--- src/include/gprs_pkg.sv ---
// Purpose: constants, types and helpers of the gyro power-up/reset sequencer
// Assumes: 125 MHz i_mclk, 16-bit serial words, host is the serial master
// Notes:   rate data and monitor flags arrive from on-chip logic
//
// How it works
// rate data valid right after start-up, no commands
// host enables digital supply, waits 10 ms
// host waits 800 ms, reads status twice
// start-up flags held until two status reads
// writing 0x04 to ident register resets core
// low external reset pin holds core in reset
// host releases reset pin after supplies settle
// register-write reset applied after full data word
// 16-bit words, first word carries address
// read result returned during the following word
package gprs_pkg;

    ////////////////////////////////////////////////////////////////////////
    // timing
    localparam int unsigned CLK_KHZ     = 125_000;
    localparam int unsigned STARTUP_MS  = 800;
    localparam int unsigned STARTUP_CYC = STARTUP_MS * CLK_KHZ;
    localparam int          START_W     = 27;

    ////////////////////////////////////////////////////////////////////////
    // word layout
    localparam int          WORD_W    = 16;
    localparam logic [3:0]  BIT_LAST  = 4'hF;
    localparam int          ADR_LSB   = 3;
    localparam int          ADR_MSB   = 9;
    localparam int          RW_BIT    = 2;
    localparam int          S_OK_BIT  = 1;

    ////////////////////////////////////////////////////////////////////////
    // register map
    localparam logic [6:0]  ADDR_RATE   = 7'h00;
    localparam logic [6:0]  ADDR_IDENT  = 7'h07;
    localparam logic [6:0]  ADDR_STATUS = 7'h08;
    localparam logic [14:0] RESET_CODE  = 15'h0004;
    // identification value is arbitrary
    localparam logic [14:0] IDENT_VALUE = 15'h0123;
    localparam int          MON_W       = 4;
    localparam int          ST_START    = 4;
    localparam logic [4:0]  STATUS_RST  = 5'h00;
    localparam logic [14:0] RATE_RST    = 15'h0000;

    ////////////////////////////////////////////////////////////////////////
    // types
    typedef enum logic [1:0] {
        PH_ADDR = 2'b01,
        PH_DATA = 2'b10
    } gprs_phase_t;

    typedef struct packed {
        logic sclk;
        logic mosi;
        logic serial_select_n;
    } gprs_spi_in_t;

    typedef struct packed {
        logic miso;
        logic miso_oe;
    } gprs_spi_out_t;

    typedef struct packed {
        logic [1:0]         sclk_s;
        logic [1:0]         mosi_s;
        logic [1:0]         sel_s;
        logic [1:0]         extn_s;
        logic               sclk_d;
        logic [3:0]         bit_cnt;
        logic [14:0]        rx;
        logic [15:0]        tx;
        logic               miso;
        gprs_phase_t        phase;
        logic [6:0]         wr_addr;
        logic               stat_read1;
        logic [4:0]         status;
        logic [14:0]        rate;
        logic [START_W-1:0] start_cnt;
        logic               started;
        logic               core_rst;
    } gprs_state_t;

    // 15-bit value plus odd parity in bit 0
    function automatic logic [15:0] gprs_word(input logic [14:0] v);
        return {v, ~^v};
    endfunction : gprs_word

endpackage : gprs_pkg

--- src/core/gprs_core.sv ---
// Purpose: serial slave, start-up timer, status flags and reset handling
// Assumes: host pins are asynchronous and are synchronised here
// Notes:   serial clock must stay well below i_mclk / 8
`timescale 1ns/1ps
module gprs_core
    import gprs_pkg::*;
#(
    parameter int unsigned STARTUP_CYCLES = STARTUP_CYC
) (
    // clock and reset
    input  wire logic               i_mclk,
    input  wire logic               i_rst,
    // host pins
    input  wire gprs_spi_in_t       i_spi,
    input  wire logic               i_external_reset_n,
    output gprs_spi_out_t           o_spi,
    // sensing core
    input  wire logic [14:0]        i_rate,
    input  wire logic               i_rate_valid,
    input  wire logic [MON_W-1:0]   i_mon_err,
    output logic                    o_ready,
    output logic                    o_core_reset
);

    localparam logic [START_W-1:0] START_LAST =
        START_W'(STARTUP_CYCLES - 1);

    // power-on value of all state: select idles high, core held in reset
    localparam gprs_state_t Q_RST = '{
        sclk_s: 2'h0, mosi_s: 2'h0, sel_s: 2'h3, extn_s: 2'h0,
        sclk_d: 1'b0, bit_cnt: 4'h0, rx: 15'h0000, tx: 16'h0000,
        miso: 1'b0, phase: PH_ADDR, wr_addr: 7'h00,
        stat_read1: 1'b0, status: STATUS_RST, rate: RATE_RST,
        start_cnt: '0, started: 1'b0, core_rst: 1'b1};

    gprs_state_t q;
    gprs_state_t next_q;

    ////////////////////////////////////////////////////////////////////////
    // decode of synchronised pins
    logic        sel_act;
    logic        rise;
    logic        fall;
    logic        word_done;
    logic [15:0] word;
    logic [6:0]  word_addr;
    logic        rd_req;
    logic        data_done;
    logic        soft_hit;
    logic        stat_clr;
    logic [4:0]  stat_set;
    logic [15:0] flags_word;

    assign sel_act   = ~q.sel_s[1];
    assign rise      = sel_act & q.sclk_s[1] & ~q.sclk_d;
    assign fall      = sel_act & ~q.sclk_s[1] & q.sclk_d;
    assign word      = {q.rx, q.mosi_s[1]};
    assign word_addr = word[ADR_MSB:ADR_LSB];
    assign word_done = rise & (q.bit_cnt == BIT_LAST);
    assign rd_req    = word_done & (q.phase == PH_ADDR) & ~word[RW_BIT];
    assign data_done = word_done & (q.phase == PH_DATA);
    // reset only once the whole data word is in
    assign soft_hit  = data_done & (q.wr_addr == ADDR_IDENT)
                     & (word[15:1] == RESET_CODE);       // see R5
    assign stat_clr  = rd_req & (word_addr == ADDR_STATUS)
                     & q.stat_read1;
    assign stat_set  = {~q.started, i_mon_err};
    assign flags_word = gprs_word({14'h0000, q.status == STATUS_RST});

    function automatic logic [14:0] reg_value(input logic [6:0] a);
        case (a)
            ADDR_RATE:   reg_value = q.rate;
            ADDR_IDENT:  reg_value = IDENT_VALUE;
            ADDR_STATUS: reg_value = {10'h000, q.status};
            default:     reg_value = 15'h0000;
        endcase
    endfunction : reg_value

    ////////////////////////////////////////////////////////////////////////
    // next state
    always_comb begin
        next_q = q;
        next_q.sclk_s = {q.sclk_s[0], i_spi.sclk};
        next_q.mosi_s = {q.mosi_s[0], i_spi.mosi};
        next_q.sel_s  = {q.sel_s[0], i_spi.serial_select_n};
        next_q.extn_s = {q.extn_s[0], i_external_reset_n};
        next_q.sclk_d = q.sclk_s[1];
        next_q.core_rst = soft_hit | ~q.extn_s[1];

        if (q.core_rst) begin
            next_q.start_cnt  = '0;
            next_q.started    = 1'b0;
            next_q.rate       = RATE_RST;
            next_q.status     = STATUS_RST;
            next_q.stat_read1 = 1'b0;
        end else begin
            if (!q.started) begin
                if (q.start_cnt == START_LAST) begin
                    next_q.started = 1'b1;
                end else begin
                    next_q.start_cnt = q.start_cnt + 1'b1;
                end
            end
            // no command needed: samples flow once start-up is over
            if (q.started && i_rate_valid) begin
                next_q.rate = i_rate;
            end
            // a new flag wins over the clearing read
            if (stat_clr) begin
                next_q.status = STATUS_RST;
            end
            next_q.status = next_q.status | stat_set;
        end

        if (!sel_act) begin
            next_q.bit_cnt = 4'h0;
            next_q.phase   = PH_ADDR;
            next_q.tx      = {flags_word[14:0], 1'b0};
            next_q.miso    = flags_word[15];
        end else if (fall) begin
            next_q.miso = q.tx[15];
            next_q.tx   = {q.tx[14:0], 1'b0};
        end else if (rise) begin
            next_q.rx      = {q.rx[13:0], q.mosi_s[1]};
            next_q.bit_cnt = q.bit_cnt + 4'h1;
            if (word_done) begin
                if (data_done) begin
                    next_q.phase = PH_ADDR;
                    next_q.tx    = flags_word;
                end else begin
                    // read and write both answer with the current value
                    next_q.tx = gprs_word(reg_value(word_addr));
                    if (word[RW_BIT]) begin
                        next_q.phase   = PH_DATA;
                        next_q.wr_addr = word_addr;
                    end
                    if (!q.core_rst) begin
                        next_q.stat_read1 = rd_req & ~q.stat_read1
                            & (word_addr == ADDR_STATUS);
                    end
                end
            end
        end
    end

    always_ff @(posedge i_mclk or posedge i_rst) begin
        if (i_rst) begin
            q <= Q_RST;
        end else begin
            q <= next_q;
        end
    end

    ////////////////////////////////////////////////////////////////////////
    // outputs
    assign o_spi         = '{miso: q.miso, miso_oe: sel_act};
    assign o_ready       = q.started;
    assign o_core_reset  = q.core_rst;
endmodule : gprs_core

--- config.mk ---
export PLATFORM = sky130hd
export DESIGN_NAME = gprs_core
export DESIGN_NICKNAME = d
export VERILOG_FILES = /design/src/include/gprs_pkg.sv /design/src/core/gprs_core.sv
export SDC_FILE = /design/constraint.sdc
export NUM_CORES = 1
export LEC_CHECK = 0
export ABC_AREA = 1
export ABC_CLOCK_PERIOD_IN_PS = 5800
export BUFFER_PORTS_ARGS = -buffer_cell sky130_fd_sc_hd__buf_2
export CAP_MARGIN = 20
export CORE_ASPECT_RATIO = 1.5
export CORE_MARGIN = 5
export CORE_UTILIZATION = 25
export CTS_CLUSTER_DIAMETER = 100
export DETAILED_ROUTE_END_ITERATION = 12
export PLACE_DENSITY = 0.38
export SLEW_MARGIN = 20
export SYNTH_ARGS = -nofsm -noshare
export SYNTH_HDL_FRONTEND = slang
export SYNTH_SLANG_ARGS = --single-unit
--- constraint.sdc ---
create_clock -name i_mclk -period 5.8 [get_ports i_mclk]
set_input_delay 0 -clock i_mclk [delete_from_list [all_inputs] [get_ports i_mclk]]
set_output_delay 0 -clock i_mclk [all_outputs]
set_load 0.1 [all_outputs]
## After elaboration in Yosys (flattened, before gate mapping)

Cells that the tools add are included.

| cells by class | value |
|---|---|
| $lt $le $gt $ge | 0 |
| divide/modulo/power cells | 0 |
| $add $sub $neg | 2 |
| multipliers | 0 |
| eq/ne operators | 11 |
| shift-type cells | 0 |
| muxes and demuxes | 30 |
| bitwise operators | 25 |
| reductions and logical operators | 18 |

Operators by type and width:

| cell | count |
|---|---|
| two-way mux 15 bit | 6 |
| two-way mux 16 bit | 3 |
| two-way mux 48 bit | 1 |
| case mux 15 bit (3 select lines) | 1 |
| two-way mux 19 bit | 2 |
| two-way mux 35 bit | 1 |
| two-way mux 10 bit | 3 |
| XNOR reduction 15 bit | 2 |
| two-way mux 28 bit | 1 |
| adder 27 x 1 -> 27 bit (second input constant) | 1 |
| == test 27 bit (second input constant) | 1 |
| two-way mux 27 bit | 1 |
| == test 15 x 3 -> 1 bit (second input constant) | 1 |
| AND 1 bit | 14 |
| == test 7 x 3 -> 1 bit (second input constant) | 2 |
| two-way mux 5 bit | 2 |
| two-way mux 9 bit | 1 |
| inverter 1 bit | 9 |
| nonzero test 3 bit | 3 |
| two-way mux 8 bit | 1 |
| nonzero test 2 bit | 4 |
| == test 7 x 4 -> 1 bit (second input constant) | 1 |
| zero test 7 bit | 1 |
| inequality test 2 bit (second input constant) | 3 |
| 15 further kinds | 21 |

| storage, ports and cells | value |
|---|---|
| memories kept | 0 |
| ROM bits | 0 |
| bits in latches | 0 |
| memory bits (writable) | 0 |
| register bits | 104 |
| bits of input ports | 26 |

## Longest topological paths before layout

Gate-level depths: netlist of run 1.

| depth | value |
|---|---|
| depth after elaboration | 16 |
| gate-level depth with buffers | 16 |
| mapped depth without buffers | 16 |

## Worst setup path before layout of run 1

Ideal clock, no wire load.

| timing | value |
|---|---|
| path type | reg-to-reg |
| start | register q, in the netlist o_ready |
| end | register q[29] (netlist name) |
| arrival time | 2.023 ns |
| clock period less this slack | 2.095 ns |
| path buffers | 2 |
| slack | 3.705 ns |
| cell stages (with the launch flop) | 7 |
| cells stage by stage | dfrtp_1 > clkbuf_1 > nand2_1 > inv_1 > clkbuf_1 > o21ai_0 > nor2_1 |

| between the ends | value |
|---|---|
| word-level cells in the longest chain between the ends | 2 |

Ends and longest elaborated chain:

| what | RTL line | RTL |
|---|---|---|
| start, declared | gprs_core.sv:36 | `gprs_state_t q;` |
| start signal, assigned | gprs_core.sv:150 | `q <= next_q;` |
| logical AND 1 bit | gprs_core.sv:105 | `if (q.started && i_rate_valid) begin` |
| nonzero test 2 bit (no line) | - |  |

Every way passes these cells.
A chain may end at the register's enable or synchronous reset.

## Worst setup path in the final report of run 1

| timing | value |
|---|---|
| start | register q[95] (netlist name) |
| end | register q[62] (netlist name) |

| between the ends | value |
|---|---|
| word-level cells in the longest chain between the ends | 9 |
| elaborated cells on any way between the ends | 13 |
| classes of those cells | mux (5); bitwise (5); reduce/logical (3) |

Ends and longest elaborated chain:

| what | RTL line | RTL |
|---|---|---|
| inverter 1 bit | gprs_core.sv:55 | `assign rise = sel_act & q.sclk_s[1] & ~q.sclk_d;` |
| AND 1 bit | gprs_core.sv:55 |  |
| AND 1 bit | gprs_core.sv:59 | `assign word_done = rise & (q.bit_cnt == BIT_LAST);` |
| AND 1 bit | gprs_core.sv:61 | `assign data_done = word_done & (q.phase == PH_DATA);` |
| two-way mux 16 bit | gprs_core.sv:127 | `if (data_done) begin` |
| two-way mux 16 bit | gprs_core.sv:126 | `if (word_done) begin` |
| two-way mux 35 bit | gprs_core.sv:123 | `end else if (rise) begin` |
| two-way mux 16 bit | gprs_core.sv:120 | `end else if (fall) begin` |
| two-way mux 19 bit | gprs_core.sv:115 | `if (!sel_act) begin` |

Parallel ways exist; a longest one is shown, timed or not. The select of a mux whose other input is x is not followed.

==> results of run 1 <==
-- layout by cell type (no fill, tap or decap), types with 2 or more instances in the layout --
cell type,count
sky130_fd_sc_hd__a21oi_1,18
sky130_fd_sc_hd__a21oi_2,2
sky130_fd_sc_hd__buf_2,29
sky130_fd_sc_hd__buf_4,2
sky130_fd_sc_hd__clkbuf_16,9
sky130_fd_sc_hd__clkinv_4,2
sky130_fd_sc_hd__dfrtp_1,100
sky130_fd_sc_hd__dfstp_2,4
sky130_fd_sc_hd__dlygate4sd3_1,24
sky130_fd_sc_hd__ha_1,2
sky130_fd_sc_hd__inv_1,91
sky130_fd_sc_hd__inv_2,3
sky130_fd_sc_hd__nand2_1,161
sky130_fd_sc_hd__nand2_2,6
sky130_fd_sc_hd__nand3_1,56
sky130_fd_sc_hd__nand4_1,16
sky130_fd_sc_hd__nor2_1,67
sky130_fd_sc_hd__nor2_2,2
sky130_fd_sc_hd__nor2_4,3
sky130_fd_sc_hd__nor3_1,14
sky130_fd_sc_hd__nor3_2,2
sky130_fd_sc_hd__nor4_1,6
sky130_fd_sc_hd__o21ai_0,55
sky130_fd_sc_hd__o21ai_1,12
sky130_fd_sc_hd__o21ai_2,2
sky130_fd_sc_hd__o22ai_1,11
sky130_fd_sc_hd__o31ai_1,3
sky130_fd_sc_hd__o32ai_1,4
sky130_fd_sc_hd__xnor2_1,2
sky130_fd_sc_hd__xor2_1,7
-- critical path, cell delays in order, from the launching register on --
cell                      delay, ns
sky130_fd_sc_hd__dfrtp_1       0.41
sky130_fd_sc_hd__nor3_4        0.72
sky130_fd_sc_hd__nand3_1       0.30
sky130_fd_sc_hd__inv_1         0.20
sky130_fd_sc_hd__nor2_1        0.07
sky130_fd_sc_hd__inv_1         0.51
sky130_fd_sc_hd__o21ai_0       0.24
sky130_fd_sc_hd__o22ai_1       0.17
sky130_fd_sc_hd__inv_1         0.06
-- what timing repair did --
item / 4_1_cts / 5_1_grt
setup buffers: 0 / 0
endpoints found under the hold margin: 58 / 0
hold buffers: 24 / 0
-- per-layer routing --
layer / global-route usage / share of wire
met5: 0 / 0
met4: 0.0516 / 0.026
met3: 0.0158 / 0.022
met2: 0.232 / 0.54
met1: 0.147 / 0.42
-- through the flow --
stage / worst slack (ns) / cell area, sq um
floorplan: 3.07 / 5360
global placement: 2.98 / 5740
detailed placement: 2.94 / 5740
CTS: 2.93 / 6280
global route: 2.59 / 6280
finish: 3.00 / 6280
-- synth_stat cells (all sizes together) --
cell    number
o41ai        1
a211oi       1
nand2      167
xnor2        2
o31ai        3
a22oi        1
nand3b       1
dfrtp      100
buf          8
nor3        17
inv         95
a311oi       1
nand3       56
o21ai       69
ha           2
a21oi       20
nor2        72
o22ai       11
a31oi        1
nand4       17
o32ai        4
a22o         1
or2          2
nor3b        2
clkbuf      13
o21a         1
dfstp        4
xor2         7
nor4         7
-- flip-flops by register name, indices dropped and copies added, names as in the netlist --
signal / count
q: 96
o_core_reset: 1
o_ready: 1
o_spi: 1
next_q: 5
-- layout make-up --
| cell class | count | area (sq um) | share of cell area |
|---|---|---|---|
| flip-flops and latches | 104 | 2610 | 0.415 |
| multi-input cells | 466 | 2270 | 0.362 |
| clock inverters | 6 | 75.1 | 0.0120 |
| well taps | 268 | 335 | 0.0534 |
| inverters | 95 | 359 | 0.0572 |
| clock buffers | 10 | 229 | 0.0365 |
| repair buffers | 55 | 400 | 0.0637 |
-- power breakdown --
part           internal, uW  switching, uW
clock                   342            301
sequential              757           29.0
combinational          65.9            167
total                  1160            496
-- kinds of logic after synthesis --
group | Yosys count | share of synthesized area
flops | 104 | 0.487
simple gates | 341 | 0.285
xor+xnor | 9 | 0.0147
compound gates | 114 | 0.120
fa+ha+maj | 2 | 0.00467
buf+inv | 116 | 0.0885
-- worst max path at each step --
| stage | from | end | slack [ns] | cells after the start |
|---|---|---|---|---|
| 2_1_floorplan | i_rst | next_q[101] | 3.07 | 1 |
| 3_3_place_gp | q[95] | q[62] | 2.98 | 8 |
| 3_5_place_dp | q[95] | q[62] | 2.94 | 8 |
| 4_1_cts | q[95] | q[62] | 2.93 | 8 |
| 5_1_grt | q[95] | q[62] | 2.59 | 8 |
| 6_report | q[95] | q[62] | 3.00 | 8 |
==> reports/summary.log, run 1 <==
[yosys] fraction of post-synthesis cell area in the top cell type by area 0.467
[power_and_ir_drop] Leak Pwr 0.00282 uW
[clock_tree] CTS tree done
[setup_path] startpoint kind of the worst setup timing path flip-flop
[setup_path] Worst R2R Path Depth 8
[setup_path] data arrival time of the worst path 3.04 ns
[drt] iteration count of the initial detailed-routing pass 4
[setup_path] critical path peak fanout 29
[final_layout] fraction of final layout cells with drive strength greater than 1 0.103
[setup_path] critical register-to-register path startpoint q[95]
[global_route] via count of the first global-routing pass 4747
[placed_design] # port buffers 29
[clock_tree] clock-pin slew of the registers on the worst-case setup and hold paths 0.07 ns
[drt] aggregate routed wire length 15000 microns
[power_and_ir_drop] power per cell area 264 nW/um^2
[drt] Vias 4654
[worst_hold_path] worst hold endpoint q[37]
[clock_tree] clock latency at the later pin of the worst-skew pair 0.35 ns
[yosys] distinct cell type count of the synthesized netlist 44
[placed_design] post-detailed-placement half-perimeter wirelength 11000 microns
[floorplanning] Die Y-Extent 189 microns
[sta] Max Freq 357 MHz
[sta] final worst clock skew 0.0105 ns
[final_layout] nets@finish 759
[sta] Finish-stage setup viols 0
[sta] minimum clock period after layout 2.80 ns
[setup_path] r2r endpoint q[62]
[drt] average vias per placed instance 4.64
[yosys] area leader, netlist sky130_fd_sc_hd__dfrtp_1
[clock_tree] maximum level of the CTS H-tree 3
[sta] hold violation count in the final report 0
[floorplanning] width of the chip 130 microns
[yosys] number of instances in the synthesized netlist 686
[worst_hold_path] Hold Crit Class in -> reg
[setup_path] r2r setup slk 3.00 ns
[global_route] wire length of the first global-routing pass 24600 microns
[final_layout] Synth-to-Final Area Change 17.3%
[sta] setup repair after global routing missed its margin false
[floorplanning] Initial Util 0.254
[final_layout] Util after Layout 0.298
[floorplanning] die footprint 24500 sq um
[worst_hold_path] number of cells traversed by the worst hold path 4
[yosys] sequential-to-total area share from yosys stat 0.487
[drt] number of DRC markers after the initial detailed-route iteration 261
[clock_tree] CTS sink cnt 104
[final_layout] Filler Cell Count 2262
[sta] remaining max-slew budget at the tightest pin 0.378
[setup_path] Critical Path Sink Type flip-flop
[flow_run] Maximum Capacitance Violations 0
[global_route] total overflow reported by the global router 0
[yosys] count of state elements after synthesis 104
[global_route] antenna violations before repair 0
[setup_path] required time of the worst setup path 6.04 ns
[drt] average wire length per cell after detail routing 14.9 microns
[worst_hold_path] Min-Delay Startpoint i_rate_valid
[clock_tree] worst-case clock buffer depth 2
[placed_design] count of placed standard cells including taps 964
[final_layout] final std cells w/o fill 1004
[outcome] run status finished, final reports clean
[clock_tree] Root Buffer sky130_fd_sc_hd__clkbuf_16
[setup_path] type of the worst setup path reg -> reg
[floorplanning] Core ar. 21100 sq um
[drt] antenna-violating nets left 0
[power_and_ir_drop] peak supply drop 0.128 mV
[yosys] post-synthesis instance area 5360 sq um
[yosys] Avg Inst Size Synth 7.81 sq um
[sta] worst slew pin tran 0.932 ns
[clock_tree] CTS Buf Count 9
[yosys] synth top area cells sky130_fd_sc_hd__dfrtp_1 47%, sky130_fd_sc_hd__nand2_1 11%, sky130_fd_sc_hd__inv_1 6.4%, sky130_fd_sc_hd__nand3_1 5.2%, sky130_fd_sc_hd__o21ai_0 5.1%
[drt] final routed DRC violation total 0
[floorplanning] I/O pin total 30
[global_route] aggregate global-route resource usage 0.127
[power_and_ir_drop] total power of the final layout 1660 uW
[yosys] number of warnings issued by yosys 0
[global_route] maximum number of pins on one net before global-route repair 70
[sta] fin crit share 0.482
[sta] Worst Hold Margin 0.170 ns
[sta] Final Max Tran Viols 0
[sta] sum of negative setup slack 0 ns
[placed_design] routability cong. 0.845
[yosys] number of nets produced by synthesis 714
[floorplanning] total number of placement rows 65
[final_layout] n_diodes 0
[clock_tree] post-cts gate resize count 0
No activity file was read; power rests on OpenSTA's default activity.
==> run 2: changes to the inputs <==
Settings changed: ABC_CLOCK_PERIOD_IN_PS 5800 to 2500, PLACE_DENSITY 0.38 to 0.4.
Clock period 5.8 ns to 2.5 ns, I/O delays scaled along.
==> run 2 against run 1 <==
Against the previous run:
- clock power grew 130%
- sequential cell count is the same
- sequential share of layout area decreased by 0.55 points
- critical path depth is 3 higher
- final cell count is 0.70% higher
- clock-buffer cell count stayed put
- total power is 130% higher
- hold slack worse by 0.067 ns
- core utilization up 0.40 points
- first-iteration DRC count decreased by 11%
- critical endpoint is now q[27]
- largest power group unchanged
- highest routed layer unchanged
==> reports/summary.log, run 2 (synthesis results as in run 1) <==
[power_and_ir_drop] Seq pwr share 0.477
[final_layout] Filler Cell Count 2229
[power_and_ir_drop] peak supply drop 0.289 mV
[clock_tree] post-CTS setup buffer count 0
[setup_path] CP Buf/Inv Count 1
[final_layout] register ranked first by flip-flop count q
[sta] Final Max Tran Viols 0
[power_and_ir_drop] proportion of power drawn by combinational gates 0.143
[final_layout] n_diodes 0
[clock_tree] CTS Buf Count 9
[floorplanning] I/O pin total 30
[power_and_ir_drop] power spent charging and discharging nets 1090 uW
[final_layout] number of flip-flops under the largest register name 96
[sta] sum of negative setup slack 0 ns
[clock_tree] Root Buffer sky130_fd_sc_hd__clkbuf_16
[clock_tree] maximum level of the CTS H-tree 3
[sta] Max Freq 446 MHz
[global_route] total overflow reported by the global router 0
[floorplanning] total number of placement rows 65
[floorplanning] Die Y-Extent 189 microns
[final_layout] area of combinational cells with multiple inputs 2280 sq um
[clock_tree] clock-pin slew of the registers on the worst-case setup and hold paths 0.07 ns
[flow_run] Maximum Capacitance Violations 0
[drt] aggregate routed wire length 15000 microns
[drt] iteration count of the initial detailed-routing pass 5
[sta] remaining max-slew budget at the tightest pin 0.452
[power_and_ir_drop] total power of the final layout 3820 uW
[placed_design] routability cong. 0.837
[setup_path] Critical Path Sink Type flip-flop
[power_and_ir_drop] Leak Pwr 0.00287 uW
[final_layout] fraction of final layout cells with drive strength greater than 1 0.113
[final_layout] Synth-to-Final Area Change 18.9%
[final_layout] nets@finish 766
[sta] final worst clock skew 0.00651 ns
[clock_tree] CTS sink cnt 104
[sta] hold violation count in the final report 0
[setup_path] required time of the worst setup path 2.75 ns
[power_and_ir_drop] clock share of power 0.380
[drt] number of DRC markers after the initial detailed-route iteration 232
[global_route] via count of the first global-routing pass 4842
[setup_path] type of the worst setup path reg -> reg
[setup_path] data arrival time of the worst path 2.49 ns
[drt] average wire length per cell after detail routing 14.8 microns
[setup_path] r2r setup slk 0.26 ns
[power_and_ir_drop] power per cell area 600 nW/um^2
[drt] Vias 4728
[floorplanning] Core ar. 21100 sq um
[setup_path] Worst path top cell family by delay simple AND/OR/NAND/NOR gates
[sta] fin crit share 0.897
[power_and_ir_drop] cell-internal power 2730 uW
[drt] average vias per placed instance 4.68
[global_route] maximum number of pins on one net before global-route repair 40
[global_route] aggregate global-route resource usage 0.129
[floorplanning] Initial Util 0.254
[floorplanning] die footprint 24500 sq um
[final_layout] final std cells w/o fill 1011
[clock_tree] worst-case clock buffer depth 2
[placed_design] # port buffers 29
[placed_design] post-detailed-placement half-perimeter wirelength 11300 microns
[clock_tree] CTS tree done
[sta] setup repair after global routing missed its margin false
[power_and_ir_drop] fraction of power spent switching nets 0.286
[worst_hold_path] Hold Crit Class in -> reg
[drt] antenna-violating nets left 0
[final_layout] Reg area 2610 sq um
[setup_path] Slowest-stage cell, CP sky130_fd_sc_hd__dfrtp_1
[placed_design] count of placed standard cells including taps 971
[final_layout] area of all placed cells without fillers 6370 sq um
[setup_path] ordered cell list for the critical path ha_1 -> nand2_2 -> nor2_4 -> nand2_1 -> nor4_2 -> nand4_1 -> nand2_4 -> nand2_2 -> inv_2 -> nand2_1 -> o31ai_1
[clock_tree] clock latency at the later pin of the worst-skew pair 0.35 ns
[sta] Worst Hold Margin 0.103 ns
[global_route] wire length of the first global-routing pass 25000 microns
[setup_path] startpoint kind of the worst setup timing path flip-flop
[sta] Finish-stage setup viols 0
[drt] final routed DRC violation total 0
[placed_design] total placed instance area 5820 sq um
[final_layout] most frequent cells in the layout 161 x sky130_fd_sc_hd__nand2_1, 100 x sky130_fd_sc_hd__dfrtp_1, 91 x sky130_fd_sc_hd__inv_1
[setup_path] critical path peak fanout 15
[sta] worst slew pin tran 0.820 ns
[sta] minimum clock period after layout 2.24 ns
[final_layout] leading cell type in the layout, fill and taps excluded sky130_fd_sc_hd__nand2_1
[global_route] antenna violations before repair 0
[setup_path] slowest stage delay, CP 0.37 ns
[outcome] run status finished, final reports clean
[floorplanning] width of the chip 130 microns
-- run 2: timing repair --
item	4_1_cts	5_1_grt
setup endpoints to repair	0	4
hold buffers	24	0
resized for setup	0	1
hold endpoints to repair	51	0
-- run 2: per-layer routing --
layer / track usage / wire length (microns) / vias to the layer above
met3: 0.0212 / 378 / 29
li1: - / - / 2345
met2: 0.237 / 8080 / 91
met5: 0 / 0 / -
met1: 0.146 / 6080 / 2263
met4: 0.0516 / 463 / 0
-- run 2: worst min-delay path, delay by kind of cell --
| family | cells | cell delay [ns] |
|---|---|---|
| AND/OR/NAND/NOR | 3 | 0.16 |
| buffers and inverters | 2 | 0.25 |
-- run 2: area by class of cell --
type / count / share of cell area
Sequential cell: 104 / 0.410
Multi-Input combinational cell: 466 / 0.358
Timing Repair Buffer: 62 / 0.0751
Inverter: 95 / 0.0566
Tap cell: 268 / 0.0527
Clock buffer: 10 / 0.0375
Clock inverter: 6 / 0.0104
-- run 2: final timing paths --
kind                         startpoint  cells after the start          to
max reg2reg                        q[3]                     11       q[27]
min in group asynchronous         i_rst                      3       q[25]
max                                q[3]                     11       q[27]
max in group asynchronous         i_rst                      4       q[57]
min reg2reg                 next_q[103]                      0  next_q[95]
min                        i_rate_valid                      5       q[37]
-- run 2: power by group through the flow --
stage               logic [uW]  registers (uW)  clock network, uW
floorplan                  388            1840                  0
global placement           524            1850                  0
detailed placement         529            1850                  0
CTS                        559            1820               1520
global route               628            1840               1600
finish                     545            1820               1450
-- run 2: per-stage QoR --
step | setup slack, ns | util
final | 0.257 | 0.302
after floorplan | 0.405 | -
after global routing | 0.0287 | 0.302
after CTS | 0.171 | 0.302
after detailed placement | 0.192 | 0.276
after global placement | 0.280 | 0.276
